File: src/include/fault_alert_pkg.sv
// shared constants, frame layout and check-byte function for the fault alert link
package fault_alert_pkg;
  // frame layout
  localparam int FRAME_BITS = 24; // plain frame length
  localparam int CHK_BITS = 32; // frame length with check byte
  localparam int RD_BIT = 23; // read request flag
  localparam int ADR_HI = 22; // address field top
  localparam int ADR_LO = 16; // address field bottom
  localparam logic [7:0] CRC_POLY = 8'h07; // x^8 + x^2 + x + 1
  localparam logic [7:0] CRC_INIT = 8'h00; // zero initial remainder
  // device register addresses
  localparam logic [6:0] ADR_NOP = 7'h00; // no operation
  localparam logic [6:0] ADR_DAC = 7'h01; // loop current code
  localparam logic [6:0] ADR_CTRL = 7'h02; // control register
  localparam logic [6:0] ADR_FAULT = 7'h05; // fault register
  // control register fields and reset
  localparam int CTL_TSEL_LO = 0; // watchdog timeout select, 3 bits
  localparam int CTL_WDT_EN = 3; // watchdog enable
  localparam int CTL_ARB_DIS = 4; // auto fault readback disable
  localparam logic [15:0] CTRL_RST = 16'h0008; // watchdog on, shortest timeout
  localparam logic [15:0] DAC_RST = 16'h0000; // loop code after reset
  // fault register bits
  localparam int FLT_SPI = 15; // serial link lost
  localparam int FLT_PKT_ERR = 14; // packet_check_error
  localparam int FLT_UNDER = 13; // loop current low
  localparam int FLT_OVER = 12; // loop current high
  localparam int FLT_TEMP = 11; // die temperature high
  // alarm loop codes
  localparam logic [15:0] ALARM_UP_CODE = 16'hffff; // upscale alarm
  localparam logic [15:0] ALARM_DN_CODE = 16'h0000; // downscale alarm
  // timing
  localparam int CLK_PERIOD_NS = 10; // hclk period
  localparam int WDT_UNIT_US = 1000; // watchdog base step
  localparam int WDT_UNIT_CYC = WDT_UNIT_US * 1000 / CLK_PERIOD_NS; // cycles per step
  localparam int SCLK_PERIOD_NS = 160; // serial clock period made by host
  localparam int SCLK_HALF_CYC = SCLK_PERIOD_NS / (2 * CLK_PERIOD_NS); // cycles per half
  // host ahb register offsets
  localparam logic [7:0] A_CMD = 8'h00; // frame to send
  localparam logic [7:0] A_STAT = 8'h04; // busy and fault pin
  localparam logic [7:0] A_RXD = 8'h08; // last received bits
  localparam logic [7:0] A_IRQ_ST = 8'h0c; // sticky events, read clears
  localparam logic [7:0] A_IRQ_MSK = 8'h10; // event mask
  localparam int CMD_CRC_BIT = 24; // send frame with check byte
  localparam int IRQ_DONE = 0; // frame finished
  localparam int IRQ_FAULT = 1; // fault pin rose
  typedef enum logic [1:0] {H_IDLE, H_SHIFT, H_END} host_st_t;

  // check byte over 24 bits, msb first
  function automatic logic [7:0] crc8_24(input logic [23:0] d);
    logic [7:0] c;
    logic fb;
    c = CRC_INIT;
    for (int i = 23; i >= 0; i--) begin
      fb = c[7] ^ d[i];
      c = {c[6:0], 1'b0};
      if (fb) begin
        c = c ^ CRC_POLY;
      end
    end
    return c;
  endfunction
endpackage

File: src/include/fault_link_if.sv
// serial link between host controller and fault alert device
interface fault_link_if;
  logic sclk; // serial clock from host
  logic sync_n; // frame sync, low during frame
  logic sdin; // data host to device
  logic sdo; // data device to host
  logic fault; // fault pin, high on any fault
  modport dev (input sclk, input sync_n, input sdin, output sdo, output fault);
  modport host (output sclk, output sync_n, output sdin, input sdo, input fault);
endinterface

File: src/design/fault_alert_dev.sv
// fault alert device end: serial frames, check byte, watchdog and fault pin
//
// Summary of operation
// - every fault drives pin and fault bit
// - lost link forces loop to alarm
// - host reads fault register on pin high
// - watchdog frozen while alarm active
// - timed-out watchdog waits for fault read
// - no valid access in timeout raises fault
// - watchdog timeout sets serial fault bit
// - direction strap picks upscale or downscale
// - 32-bit frame carries check byte last
// - host builds check byte with CRC-8
// - host shifts all 24 or 32 bits before sync
// - bad check byte: pin and error bit
// - fault read clears error bit and pin
// - readback of 32-bit frame appends check
// - loop below target sets low flag
// - loop above target sets high flag, pin
// - high temperature bit drives pin
//
// The address map and the AHB-Lite interface to the registers are this design's own decisions.
module fault_alert_dev
  import fault_alert_pkg::*;
#(
  parameter int WDT_UNIT = WDT_UNIT_CYC // cycles per watchdog step
) (
  input wire logic hclk, // system clock
  input wire logic hresetn, // async reset, active low
  fault_link_if.dev lnk, // serial link
  input wire logic alarm_up, // strap: high upscale alarm
  input wire logic loop_under, // monitor: loop below target
  input wire logic loop_over, // monitor: loop above target
  input wire logic temp_hi, // monitor: die too hot
  output logic [15:0] loop_code, // code driving the loop
  output logic alarm_on // loop forced to alarm
);
  ////////////////////////////////////////////////////////////////
  // pin synchronisers
  logic [1:0] sclk_s, sync_s, din_s, up_s, und_s, ovr_s, tmp_s; // two-stage syncs
  logic sclk_d, sync_d; // third stage for edges

  // every outside level passes two flops
  always_ff @(posedge hclk or negedge hresetn) begin
    if (!hresetn) begin
      sclk_s <= 2'h0;
      sync_s <= 2'h3;
      din_s <= 2'h0;
      up_s <= 2'h0;
      und_s <= 2'h0;
      ovr_s <= 2'h0;
      tmp_s <= 2'h0;
      sclk_d <= 1'b0;
      sync_d <= 1'b1;
    end else begin
      sclk_s <= {sclk_s[0], lnk.sclk};
      sync_s <= {sync_s[0], lnk.sync_n};
      din_s <= {din_s[0], lnk.sdin};
      up_s <= {up_s[0], alarm_up};
      und_s <= {und_s[0], loop_under};
      ovr_s <= {ovr_s[0], loop_over};
      tmp_s <= {tmp_s[0], temp_hi};
      sclk_d <= sclk_s[1];
      sync_d <= sync_s[1];
    end
  end

  logic sclk_rise, sclk_fall, f_start, f_end; // edge events
  assign sclk_rise = sclk_s[1] & ~sclk_d & ~sync_s[1];
  assign sclk_fall = ~sclk_s[1] & sclk_d & ~sync_s[1];
  assign f_start = ~sync_s[1] & sync_d;
  assign f_end = sync_s[1] & ~sync_d;

  ////////////////////////////////////////////////////////////////
  // receive shifter
  logic [31:0] rx_r; // incoming bits, last in lsb
  logic [5:0] nbit_r; // bits received this frame

  // shift on each serial rising edge
  always_ff @(posedge hclk or negedge hresetn) begin
    if (!hresetn) begin
      rx_r <= 32'h0;
      nbit_r <= 6'h0;
    end else if (f_start) begin
      nbit_r <= 6'h0;
    end else if (sclk_rise) begin
      rx_r <= {rx_r[30:0], din_s[1]};
      if (nbit_r != 6'h3f) begin
        nbit_r <= nbit_r + 6'h1;
      end
    end
  end

  ////////////////////////////////////////////////////////////////
  // frame decode
  logic chk_frame, plain_frame, crc_ok; // frame kinds
  logic [23:0] word; // command and data part
  logic [6:0] adr; // addressed register
  logic adr_ok, good, bad; // frame verdicts
  assign chk_frame = f_end && nbit_r == 6'(CHK_BITS);
  assign plain_frame = f_end && nbit_r == 6'(FRAME_BITS);
  assign word = chk_frame ? rx_r[31:8] : rx_r[23:0]; // check byte is the low byte
  assign crc_ok = crc8_24(rx_r[31:8]) == rx_r[7:0];
  assign adr = word[ADR_HI:ADR_LO];
  assign adr_ok = adr == ADR_NOP || adr == ADR_DAC || adr == ADR_CTRL || adr == ADR_FAULT;
  assign good = (plain_frame || (chk_frame && crc_ok)) && adr_ok;
  assign bad = chk_frame && !crc_ok;

  ////////////////////////////////////////////////////////////////
  // registers
  logic [15:0] dac_r, ctrl_r; // loop code and control
  logic [15:0] fault_w; // live fault register view
  logic pkt_err_r, spi_r; // sticky fault bits
  logic flt_read; // fault register loaded for readback

  // writes only from frames that pass every check
  always_ff @(posedge hclk or negedge hresetn) begin
    if (!hresetn) begin
      dac_r <= DAC_RST;
      ctrl_r <= CTRL_RST;
    end else if (good && !word[RD_BIT]) begin
      if (adr == ADR_DAC) begin
        dac_r <= word[15:0];
      end else if (adr == ADR_CTRL) begin
        ctrl_r <= word[15:0];
      end
    end
  end

  // check error flag, set beats the clear of a fault read
  always_ff @(posedge hclk or negedge hresetn) begin
    if (!hresetn) begin
      pkt_err_r <= 1'b0;
    end else if (bad) begin
      pkt_err_r <= 1'b1;
    end else if (flt_read) begin
      pkt_err_r <= 1'b0;
    end
  end

  always_comb begin
    fault_w = 16'h0;
    fault_w[FLT_SPI] = spi_r;
    fault_w[FLT_PKT_ERR] = pkt_err_r;
    fault_w[FLT_UNDER] = und_s[1];
    fault_w[FLT_OVER] = ovr_s[1];
    fault_w[FLT_TEMP] = tmp_s[1];
  end

  ////////////////////////////////////////////////////////////////
  // watchdog
  logic [31:0] wdt_r; // cycles since last valid access
  logic [31:0] wdt_lim; // selected timeout
  assign wdt_lim = 32'(WDT_UNIT) << ctrl_r[CTL_TSEL_LO +: 3];

  // count idle time, freeze on alarm until fault read
  always_ff @(posedge hclk or negedge hresetn) begin
    if (!hresetn) begin
      wdt_r <= 32'h0;
      spi_r <= 1'b0;
    end else if (!ctrl_r[CTL_WDT_EN]) begin
      wdt_r <= 32'h0;
      spi_r <= 1'b0;
    end else if (spi_r) begin
      if (flt_read) begin // resumes only after fault read
        spi_r <= 1'b0;
        wdt_r <= 32'h0;
      end // no restart while alarm active
    end else if (good) begin
      wdt_r <= 32'h0;
    end else if (wdt_r >= wdt_lim - 32'h1) begin
      spi_r <= 1'b1;
    end else begin
      wdt_r <= wdt_r + 32'h1;
    end
  end

  ////////////////////////////////////////////////////////////////
  // readback and transmit
  logic [23:0] resp_r; // word for next frame
  logic resp_chk_r, resp_flt_r; // append check, holds fault reg
  logic [31:0] tx_r; // outgoing bits, msb out
  logic [15:0] rd_val; // value of addressed register

  always_comb begin
    case (adr)
      ADR_DAC: rd_val = dac_r;
      ADR_CTRL: rd_val = ctrl_r;
      ADR_FAULT: rd_val = fault_w;
      default: rd_val = 16'h0;
    endcase
  end

  // choose reply: requested register, or fault register on auto readback
  always_ff @(posedge hclk or negedge hresetn) begin
    if (!hresetn) begin
      resp_r <= 24'h0;
      resp_chk_r <= 1'b0;
      resp_flt_r <= 1'b0;
    end else if (good && (word[RD_BIT] || !ctrl_r[CTL_ARB_DIS])) begin
      resp_chk_r <= chk_frame;
      if (word[RD_BIT]) begin
        resp_r <= {1'b0, adr, rd_val};
        resp_flt_r <= adr == ADR_FAULT;
      end else begin
        resp_r <= {1'b0, ADR_FAULT, fault_w};
        resp_flt_r <= 1'b1;
      end
    end else if (f_start) begin
      resp_flt_r <= 1'b0;
    end
  end

  // fault register counts as read when its reply starts out
  assign flt_read = f_start && resp_flt_r;

  // shift reply out on falling edges
  always_ff @(posedge hclk or negedge hresetn) begin
    if (!hresetn) begin
      tx_r <= 32'h0;
    end else if (f_start) begin
      tx_r <= {resp_r, resp_chk_r ? crc8_24(resp_r) : 8'h00};
    end else if (sclk_fall) begin
      tx_r <= {tx_r[30:0], 1'b0};
    end
  end

  ////////////////////////////////////////////////////////////////
  // outputs
  logic sdo_r, fault_r; // pin flops

  // pin and loop drive from flops
  always_ff @(posedge hclk or negedge hresetn) begin
    if (!hresetn) begin
      sdo_r <= 1'b0;
      fault_r <= 1'b0;
      loop_code <= DAC_RST;
      alarm_on <= 1'b0;
    end else begin
      sdo_r <= tx_r[31];
      fault_r <= |fault_w;
      alarm_on <= spi_r;
      if (spi_r) begin
        loop_code <= up_s[1] ? ALARM_UP_CODE : ALARM_DN_CODE;
      end else begin
        loop_code <= dac_r;
      end
    end
  end

  assign lnk.sdo = sdo_r;
  assign lnk.fault = fault_r;
endmodule // fault_alert_dev

File: src/flat_wrapper.sv
// flat-port wrapper written by rule: the top's interface ports become plain ports
module fault_alert_dev_flat import fault_alert_pkg::*;
#(
  parameter int WDT_UNIT = WDT_UNIT_CYC                            
)
  (hclk, hresetn, alarm_up, loop_under, loop_over, temp_hi, loop_code, alarm_on, lnk_sclk, lnk_sync_n, lnk_sdin, lnk_sdo, lnk_fault);
  fault_link_if lnk_i ();
  input wire logic hclk;
  input wire logic hresetn;
  input wire logic alarm_up;
  input wire logic loop_under;
  input wire logic loop_over;
  input wire logic temp_hi;
  output logic [15:0] loop_code;
  output logic alarm_on;
  input wire logic [$bits(lnk_i.sclk)-1:0] lnk_sclk;
  input wire logic [$bits(lnk_i.sync_n)-1:0] lnk_sync_n;
  input wire logic [$bits(lnk_i.sdin)-1:0] lnk_sdin;
  output wire logic [$bits(lnk_i.sdo)-1:0] lnk_sdo;
  output wire logic [$bits(lnk_i.fault)-1:0] lnk_fault;
  assign lnk_i.sclk = lnk_sclk;
  assign lnk_i.sync_n = lnk_sync_n;
  assign lnk_i.sdin = lnk_sdin;
  assign lnk_sdo = lnk_i.sdo;
  assign lnk_fault = lnk_i.fault;
  fault_alert_dev #(.WDT_UNIT(WDT_UNIT)) u_core (.hclk(hclk), .hresetn(hresetn), .lnk(lnk_i), .alarm_up(alarm_up), .loop_under(loop_under), .loop_over(loop_over), .temp_hi(temp_hi), .loop_code(loop_code), .alarm_on(alarm_on));
endmodule
File: config.mk
export PLATFORM = sky130hd
export DESIGN_NAME = fault_alert_dev_flat
export DESIGN_NICKNAME = d
export VERILOG_FILES = /design/src/include/fault_alert_pkg.sv /design/src/include/fault_link_if.sv /design/src/design/fault_alert_dev.sv /design/src/flat_wrapper.sv
export SDC_FILE = /design/constraint.sdc
export NUM_CORES = 1
export LEC_CHECK = 0
export ABC_CLOCK_PERIOD_IN_PS = 5900
export BUFFER_PORTS_ARGS = -buffer_cell sky130_fd_sc_hd__buf_4
export CAP_MARGIN = 20
export CORE_MARGIN = 3
export CORE_UTILIZATION = 45
export DETAILED_ROUTE_END_ITERATION = 8
export SLEW_MARGIN = 10
export SYNTH_ARGS = -nofsm -noshare
export SYNTH_HDL_FRONTEND = slang
export SYNTH_SLANG_ARGS = --single-unit
File: constraint.sdc
create_clock -name hclk -period 5.9 [get_ports hclk]
set_clock_uncertainty 0.2 [all_clocks]
set_input_delay 1.18 -clock hclk [delete_from_list [all_inputs] [get_ports hclk]]
set_output_delay 1.18 -clock hclk [all_outputs]
set_load 0.02 [all_outputs]
==> results.ini, run 1 <==
[status]
status = finished clean

[final_layout]
fin_area_sq_um = 11500
nets = 1028
layout.cells.non_filler = 1278
n_fill_cell = 2000
layout_commonest_cell = dfrtp_1
area_growth_pct = 10.6
n_antenna_cell = 0
finish.utilization_pct = 51.6
drive_above_1_share_pct = 13.3
final_cell_mix = dfrtp_1 (192), nand2_1 (87), xnor2_1 (64)

[global_route]
grt_pass1_wl_um = 37500
grt_max_degree = 101
grt-ovfl-total = 0
grt_pass1_vias = 6787
antenna_found_initial = 0
track_usage_pct = 19.1

[floorplan]
ios = 28
die_w_um = 158
rows = 54
design.core.area_sq_um = 22200
initial_core_util_pct = 46.7
die_y_um = 158
die-area_sq_um = 24900

[clocking]
htree_levels = 4
clock_path_buffers = 2
cts_buffers = 17
cts-root-buf = clkbuf_16
cts_setup_buffers = 0
cts_tree = yes
clock_latency_ps = 440
hold_buffers = 0
cts_resized = 0
clk_pin_slew_ps = 80
cts.sinks = 196

[place]
dp.cells = 1245
place_area_sq_um = 10800
place.gp.congestion = 0.853
portBuffers = 27
dp.final_hpwl_um = 15600

[synth]
synth_top_cell_by_area = dfrtp_1
yosysTopAreaCellShare_pct = 46.3
syn_area_sq_um = 10400
async_flop_share_pct = 100
synth_cell_type_count = 64
yosys-top-cells-area = dfrtp_1 (46%), xnor2_1 (5.4%), mux2i_1 (4.7%)
synth_nets = 1025
ys_seq_area_share_pct = 47.3
synth_edf_count = 0
dominantRegCellSynth = dfrtp_1
avgSynthCellArea_sq_um = 10.6
synth_seq_cells = 196
yosys_warnings = 0
postSynthCellCount = 982

[timing]
maxSlewViolCount = 0
slew-limit-headroom_pct = 28.1
setup_viol = 0
tightest_slew_ps = 1080
hold_ws_ps = 143
tns_ps = 0
fin_crit_sh_pct = 78.4
rsz0062_at_grt = no
final-hold-violation-count = 0
fin_crit_ps = 4630
fmax_mhz = 216

[critical_path]
path_cells = inv_1 > ha_1 > nor4_1 > a21oi_1 > nor4b_1 > nand4_1 > nor3_1 > a21oi_1 > ha_1 > nand4_1 > nor2_1 > o21ai_0 > o41ai_1 > o21ai_1 > a21boi_2 > buf_4 > nor3_1 > a21o_1
rr_worst_depth = 18
worstSetupPathType = flop to flop
timing.rr.start = u_core.ctrl_r[1]
crit_path_end = u_core.wdt_r[0]
crit_start = u_core.ctrl_r[1]
end_kind = flop
cp_top_family = simple AND/OR/NAND/NOR gates
critPathMaxStageDelay_ps = 590
r2r_slack_ps = 1270
crit_slowest_cell = dfrtp_1
start_kind = flop
cp_max_fo = 34
arrival_ps = 4760
cp.depth = 18
r2r_end = u_core.wdt_r[0]
critPathRequiredTime_ps = 6030
crit_buf_inv = 2

[power_and_ir_drop]
peakVddDrop_v = 0.000160
power.density_nw_per_um2 = 243
p_leak_nw = 5.30

[hold_path]
holdCritStartpoint = u_core.ovr_s[0]
hold_path_class = flop to flop

[flow_run]
max-cap-violations = 0

[route]
drt_first_pass_iters = 5
wl_per_cell_um = 17.7
initialDrtViolationCount = 455
routed_via_density = 5.53
wl_um = 22600
ant_nets = 0
num_vias = 7061
drc_errors = 0

cell usage after synthesis (all sizes together), types with 14 or more instances:
library cell and number:
a21oi 36, a22oi 20, and3 18, buf 16, clkbuf 39, dfrtp 192
ha 33, inv 33, mux2 33, mux2i 49, nand2 87, nor2 57
nor3 14, o21ai 102, o31ai 28, xnor2 64, xor2 28
routing by layer:
metal | share of wire, % | up-vias | track usage [%]
met5 | 0 | - | 0
met4 | 2.0 | 0 | 6.16
met3 | 4.1 | 27 | 3.23
met2 | 44 | 127 | 27.9
met1 | 50 | 3464 | 28.8
li1 | - | 3443 | -
stage by stage:
stage	worst slack (ps)	power, mW
after global routing	769	2.89
after global placement	1380	1.58
after CTS	1260	2.82
final	1270	2.78
after floorplan	1710	1.52
after detailed placement	1300	1.59
worst min-delay path by stage:
stage	to	slack, ps	cells past startpoint
2_1_floorplan	u_core.din_s[1]	130	0
3_3_place_gp	u_core.up_s[1]	130	0
3_5_place_dp	u_core.und_s[1]	140	0
4_1_cts	u_core.ovr_s[1]	150	0
5_1_grt	u_core.und_s[1]	160	0
6_report	u_core.ovr_s[1]	140	0
state kept, by name, summed over array words and instances (netlist names), 2 cells and up:
| signal | cells |
|---|---|
| u_core.wdt_r | 32 |
| u_core.loop_code | 16 |
| u_core.din_s | 2 |
| u_core.resp_r | 23 |
| u_core.dac_r | 16 |
| u_core.tx_r | 32 |
| u_core.und_s | 2 |
| u_core.rx_r | 32 |
| u_core.up_s | 2 |
| u_core.sync_s | 2 |
| u_core.nbit_r | 6 |
| u_core.tmp_s | 2 |
| u_core.sclk_s | 2 |
| u_core.ovr_s | 2 |
| u_core.ctrl_r | 16 |
where the power goes:
group / leakage (nW) / internal, mW / total (mW) / switching, mW
logic: 2.31 / 0.0759 / 0.173 / 0.0972
registers: 2.68 / 1.36 / 1.39 / 0.0236
clock network: 0.302 / 0.658 / 1.22 / 0.565
area by class of cell:
| type | count | area (sq um) | share of cell area (%) |
|---|---|---|---|
| Multi-Input combinational cell | 698 | 5130 | 44.7 |
| Sequential cell | 196 | 4910 | 42.8 |
| Clock buffer | 18 | 439 | 3.83 |
| Tap cell | 280 | 350 | 3.05 |
| Timing Repair Buffer | 39 | 332 | 2.89 |
| Clock inverter | 14 | 189 | 1.65 |
| Inverter | 33 | 124 | 1.08 |
logic make-up (layout without fill, tap and decap cells):
kind of cell,Yosys count,count (layout),share of synthesized area [%]
buffers and inverters,88,104,3.53
adder cells (fa/ha/maj),34,34,4.17
XOR/XNOR,106,106,10.9
AND/OR/NAND/NOR,253,253,11.8
multiplexers,82,82,8.31
flip-flops,196,196,47.3
AO/OA/AOI/OAI,223,223,13.9
worst reg2reg max path, delay by kind of cell, from the launching register on:
kind / cells / cell delay [ps]
DFF: 1 / 590
adders and majority gates: 2 / 730
and+or+nand+nor: 7 / 1360
AOI/OAI and AO/OA: 7 / 1060
buffers and inverters: 2 / 560
(Power assumes the default switching activity.)
==> run 2: changes to the inputs <==
ABC_CLOCK_PERIOD_IN_PS = 4330   (was 5900)
clock period = 4.33 ns   (was 5.9 ns; I/O delays follow)
==> run 2 against run 1 <==
- critical path depth grew 1
- critical endpoint unchanged
- clock power grew 31%
- sequential share of layout area shrank 0.56 points
- wire length grew 1.6%
- sequential power grew 36%
- cell count grew 1.3%
- highest routed layer unchanged
- worst setup slack lost 1000 ps
- register-to-register slack lost 1000 ps
- via count is essentially flat
==> results.ini, run 2 (synthesized netlist as in run 1, its figures left out) <==
[status]
status = finished clean

[power_and_ir_drop]
peakVddDrop_v = 0.000225  ; +41%
switchingPower_uw = 941  ; +37%
power.internal_mw = 2.78  ; +33%
power_frac_clock_pct = 42.9  ; -1.0 points
power.density_nw_per_um2 = 320  ; +32%
pwr-share-seq_pct = 50.8  ; +0.9 points
pwr-share-comb_pct = 6.4  ; +0.2 points
power_mw = 3.72  ; +34%
p_leak_nw = 5.38  ; +1.6%
swShare_pct = 25.3  ; +0.63 points

[place]
preCtsSetupSlack_ps = 217  ; -1080 ps
dp.final_hpwl_um = 15900  ; +1.7%
place_area_sq_um = 10900  ; +1.0%
portBuffers = 27  ; unchanged
place.gp.congestion = 0.821  ; -3.8%

[timing]
slew-limit-headroom_pct = 37.4  ; +9.3 points
timing.final.ws_setup_ps = 252  ; -1020 ps
hold_ws_ps = 151  ; +8.76 ps
tightest_slew_ps = 939  ; -140 ps
rsz0062_at_grt = yes
tns_ps = 0  ; unchanged
fmax_mhz = 245  ; +13%
setup_viol = 0  ; unchanged
maxSlewViolCount = 0  ; unchanged
fin_crit_sh_pct = 94.2  ; +16 points
fin_crit_ps = 4080  ; -551 ps
final-hold-violation-count = 0  ; unchanged

[clocking]
cts_buffers = 17  ; unchanged
htree_levels = 4  ; unchanged
cts_tree = yes
cts.sinks = 196  ; unchanged
cts-root-buf = clkbuf_16
clk_pin_slew_ps = 70  ; about the same
hold_buffers = 0  ; unchanged
clock_path_buffers = 2  ; unchanged
clock_latency_ps = 450  ; about the same

[flow_run]
max-cap-violations = 0  ; unchanged

[route]
drc_errors = 0  ; unchanged
wl_per_cell_um = 17.7  ; +0.30%
wl_um = 22900  ; +1.6%
routed_via_density = 5.45  ; -1.4%
ant_nets = 0  ; unchanged
initialDrtViolationCount = 414  ; -9.0%
drt_first_pass_iters = 6  ; +1
num_vias = 7058  ; -0.042%

[critical_path]
end_kind = flop
critPathRequiredTime_ps = 4460  ; -1570 ps
arrival_ps = 4210  ; -550 ps
start_kind = flop
crit_buf_inv = 3  ; +1
worstSetupPathType = flop to flop
cp_max_fo = 17  ; -50%
critPathMaxStageDelay_ps = 420  ; -170 ps
cp_top_family = simple AND/OR/NAND/NOR gates
crit_slowest_cell = o41ai_2
path_cells = inv_1 > ha_1 > nor4_2 > a21oi_1 > nor4b_2 > nand4_1 > nor3_2 > a21oi_1 > ha_1 > nand4_1 > nor2_1 > o21ai_0 > o41ai_2 > o21ai_1 > a21boi_2 > buf_4 > buf_12 > nor3_1 > a21o_1

[floorplan]
die-area_sq_um = 24900  ; unchanged
rows = 54  ; unchanged
ios = 28  ; unchanged
die_y_um = 158  ; unchanged
die_w_um = 158  ; unchanged
design.core.area_sq_um = 22200  ; unchanged
initial_core_util_pct = 46.7  ; unchanged

[global_route]
grt-ovfl-total = 0  ; unchanged
track_usage_pct = 19.1  ; +0.085 points
grt_pass1_wl_um = 37500  ; +0.11%
grt_max_degree = 101  ; unchanged
grt_pass1_vias = 6806  ; +0.28%
antenna_found_initial = 0  ; unchanged

[final_layout]
drive_above_1_share_pct = 15.4  ; +2.0 points
nets = 1046  ; +1.8%
top_regs = u_core.rx_r: 32 flops, u_core.tx_r: 32 flops, u_core.wdt_r: 32 flops
n_fill_cell = 1951  ; -2.5%
final_cell_mix = dfrtp_1 (191), nand2_1 (87), xnor2_1 (64)
layout_commonest_cell = dfrtp_1
fin_area_sq_um = 11600  ; +1.4%
area_growth_pct = 12.1
n_antenna_cell = 0  ; unchanged

[hold_path]
hold_path_class = flop to flop

[run 2: layout make-up]
type	instances	area (sq um)	area share, %
sequential	196	4910	42.2
timing repair buffer	56	489	4.21
clock inverter	14	160	1.38
clock buffer	17	425	3.66
inverter	33	124	1.07
tap	280	350	3.01
multi-input combinational	699	5170	44.4
[run 2: final timing paths]
check,start,end,slack (ps),cells past startpoint
worst max-delay path,u_core.ctrl_r[0],u_core.wdt_r[0],250,19
worst min-delay path,u_core.din_s[0],u_core.din_s[1],150,0
worst max register to register,u_core.ctrl_r[0],u_core.wdt_r[0],250,19
worst min register to register,u_core.din_s[0],u_core.din_s[1],150,0
max in group asynchronous,hresetn,u_core.resp_chk_r,2780,2
min in group asynchronous,hresetn,u_core.tx_r[4],250,1
[run 2: worst register-to-register path: stages, from the launching register on]
cell      delay [ps]
dfrtp_1          380
inv_1            130
ha_1             270
nor4_2           250
a21oi_1           80
nor4b_2          320
nand4_1          180
nor3_2           180
a21oi_1           60
ha_1             290
nand4_1          100
nor2_1           150
o21ai_0          130
o41ai_2          420
o21ai_1          160
a21boi_2         170
buf_4            140
buf_12           140
nor3_1            60
a21o_1           150
[run 2: layer usage]
| layer | part of all wire, % | GRT usage [%] | vias to the layer above |
|---|---|---|---|
| met5 | 0 | 0 | - |
| met4 | 1.1 | 4.34 | 0 |
| met3 | 3.6 | 3.34 | 19 |
| met2 | 46 | 29.0 | 129 |
| met1 | 50 | 28.9 | 3433 |
| li1 | - | - | 3477 |
[run 2: per-stage QoR]
stage	std cells	util [%]
floorplan	982	-
global placement	1258	49.2
detailed placement	1258	49.2
CTS	1289	51.8
global route	1295	52.3
finish	1295	52.3
[run 2: repair_timing]
item                                    CTS  global route
endpoints found under the setup margin    0            33
gates resized for setup                   0             7
buffers inserted                          0             3
[run 2: power by group through the flow]
stage / combinational [mW] / sequential [mW] / clock (mW)
6_report: 0.237 / 1.89 / 1.60
5_1_grt: 0.261 / 1.90 / 1.71
4_1_cts: 0.238 / 1.89 / 1.64
3_5_place_dp: 0.236 / 1.93 / 0
3_3_place_gp: 0.235 / 1.93 / 0
2_1_floorplan: 0.156 / 1.92 / 0
==> run 3: changes to the inputs <==
CORE_ASPECT_RATIO = 1.4   (was not set)
==> run 3 against run 2 <==
- die area increased by 0.11%
- first-iteration DRC count grew 4.3%
- via count down 0.27%
- critical path depth decreased by 2
- wire length hardly changed
- fmax grew 0.23%
- critical endpoint is now u_core.wdt_r[23]
- global-route usage is 0.30 points lower
- clock-buffer cell count grew 4
- non-clock buffer count shrank 4
==> results.ini, run 3 (synthesized netlist as in run 1, its figures left out) <==
[timing]
tns_ps = 0  ; unchanged
timing.final.ws_setup_ps = 261  ; +9.21 ps
setup_viol = 0  ; unchanged
hold_ws_ps = 146  ; -5.44 ps
final-hold-violation-count = 0  ; unchanged
tightest_slew_ps = 858  ; -80.7 ps
fin_crit_sh_pct = 94.0  ; -0.21 points
maxSlewViolCount = 0  ; unchanged
slew-limit-headroom_pct = 42.8  ; +5.4 points
fmax_mhz = 246  ; +0.23%
fin_crit_ps = 4070  ; -9.21 ps

[hold_path]
hold_path_class = flop to flop

[clocking]
cts.sinks = 196  ; unchanged
cts_buffers = 17  ; unchanged
htree_levels = 4  ; unchanged
clock_path_buffers = 2  ; unchanged
cts-root-buf = clkbuf_16
hold_buffers = 0  ; unchanged
clock_latency_ps = 430  ; -20 ps
cts_tree = yes
clk_pin_slew_ps = 70  ; about the same

[floorplan]
design.core.area_sq_um = 22600  ; +1.7%
initial_core_util_pct = 45.9  ; -0.79 points
die_y_um = 186  ; +18%
rows = 65  ; +20%
die-area_sq_um = 24900  ; +0.11%
die_w_um = 134  ; -15%
ios = 28  ; unchanged

[final_layout]
layout_commonest_cell = dfrtp_1
layout.cells.non_filler = 1313  ; +1.4%
top_regs = u_core.rx_r: 32 flops, u_core.tx_r: 32 flops, u_core.wdt_r: 32 flops
regArea_sq_um = 4910  ; about the same
multi_input_area_sq_um = 5160  ; -0.15%
final_cell_mix = dfrtp_1 (192), nand2_1 (87), xnor2_1 (64)
n_antenna_cell = 0  ; unchanged
area_growth_pct = 11.5
drive_above_1_share_pct = 15.0  ; -0.35 points
nets = 1042  ; -0.38%
n_fill_cell = 2128  ; +9.1%
finish.utilization_pct = 51.2  ; -1.1 points

[route]
wl_per_cell_um = 17.5  ; -1.3%
num_vias = 7039  ; -0.27%
wl_um = 23000  ; about the same
drc_errors = 0  ; unchanged
routed_via_density = 5.36  ; -1.6%
drt_first_pass_iters = 5  ; -1
ant_nets = 0  ; unchanged
initialDrtViolationCount = 432  ; +4.3%

[place]
portBuffers = 27  ; unchanged
place.gp.congestion = 0.840  ; +2.3%
dp.final_hpwl_um = 16000  ; +0.99%
dp.cells = 1276  ; +1.4%
preCtsSetupSlack_ps = 63.9  ; -153 ps

[power_and_ir_drop]
power.density_nw_per_um2 = 313  ; -2.4%
peakVddDrop_v = 0.000272  ; +21%
p_leak_nw = 5.35  ; -0.67%

[critical_path]
worstSetupPathType = flop to flop
cp_max_fo = 17  ; unchanged
critPathRequiredTime_ps = 4440  ; -20 ps
arrival_ps = 4180  ; -30 ps
start_kind = flop
end_kind = flop

[global_route]
antenna_found_initial = 0  ; unchanged
grt_pass1_vias = 7041  ; +3.5%
grt_max_degree = 88  ; -13%
track_usage_pct = 18.9  ; -0.30 points
grt-ovfl-total = 0  ; unchanged
grt_pass1_wl_um = 37300  ; -0.64%

[flow_run]
max-cap-violations = 0  ; unchanged

[status]
status = finished clean

## run 3: where the power goes
group / internal [mW] / switching, mW
combinational: 0.103 / 0.133
sequential: 1.86 / 0.0356
clock: 0.783 / 0.705
## run 3: timing repair
item,CTS,global route
endpoints found under the setup margin,0,33
resized for setup,0,7
setup buffers,0,2
## run 3: per-stage QoR
stage                     power [mW]  cell area (sq um)
after floorplan                 2.07              10400
after global placement          2.17              10900
after detailed placement        2.17              10900
after CTS                       3.66              11500
after global routing            3.75              11600
final                           3.62              11600
## run 3: per-layer routing
layer,vias up,track usage [%],share of wire [%]
li1,3454,-,-
met1,3450,23.7,43
met2,105,33.3,52
met3,30,2.97,2.6
met4,0,6.15,2.1
met5,-,0,0
## run 3: critical path, cell delays in order, from the launching register on
cell	delay, ps
dfrtp_1	480
inv_1	90
buf_4	180
fa_1	420
nand4b_1	230
o31a_1	330
ha_1	170
or4_1	390
nor3_1	200
a31oi_1	140
a21oi_1	190
o41ai_2	130
o21ai_1	120
a21boi_2	70
buf_4	160
clkbuf_16	180
o21ai_2	170
o31ai_4	80
## run 3: final timing paths
path	startpoint	end	slack, ps	cells after the start
setup / recovery	u_core.ctrl_r[2]	u_core.wdt_r[23]	260	17
hold / removal	u_core.up_s[0]	u_core.up_s[1]	150	0
setup reg to reg	u_core.ctrl_r[2]	u_core.wdt_r[23]	260	17
hold reg to reg	u_core.up_s[0]	u_core.up_s[1]	150	0
max in group asynchronous	hresetn	u_core.wdt_r[21]	2760	2
min in group asynchronous	hresetn	u_core.tx_r[7]	230	1
## run 3: area by class of cell
class / instances / area share [%]
multi-input combinational: 699 / 44.6
tap: 301 / 3.25
clock buffer: 21 / 4.07
timing repair buffer: 52 / 3.90
clock inverter: 11 / 0.692
sequential: 196 / 42.4
inverter: 33 / 1.07
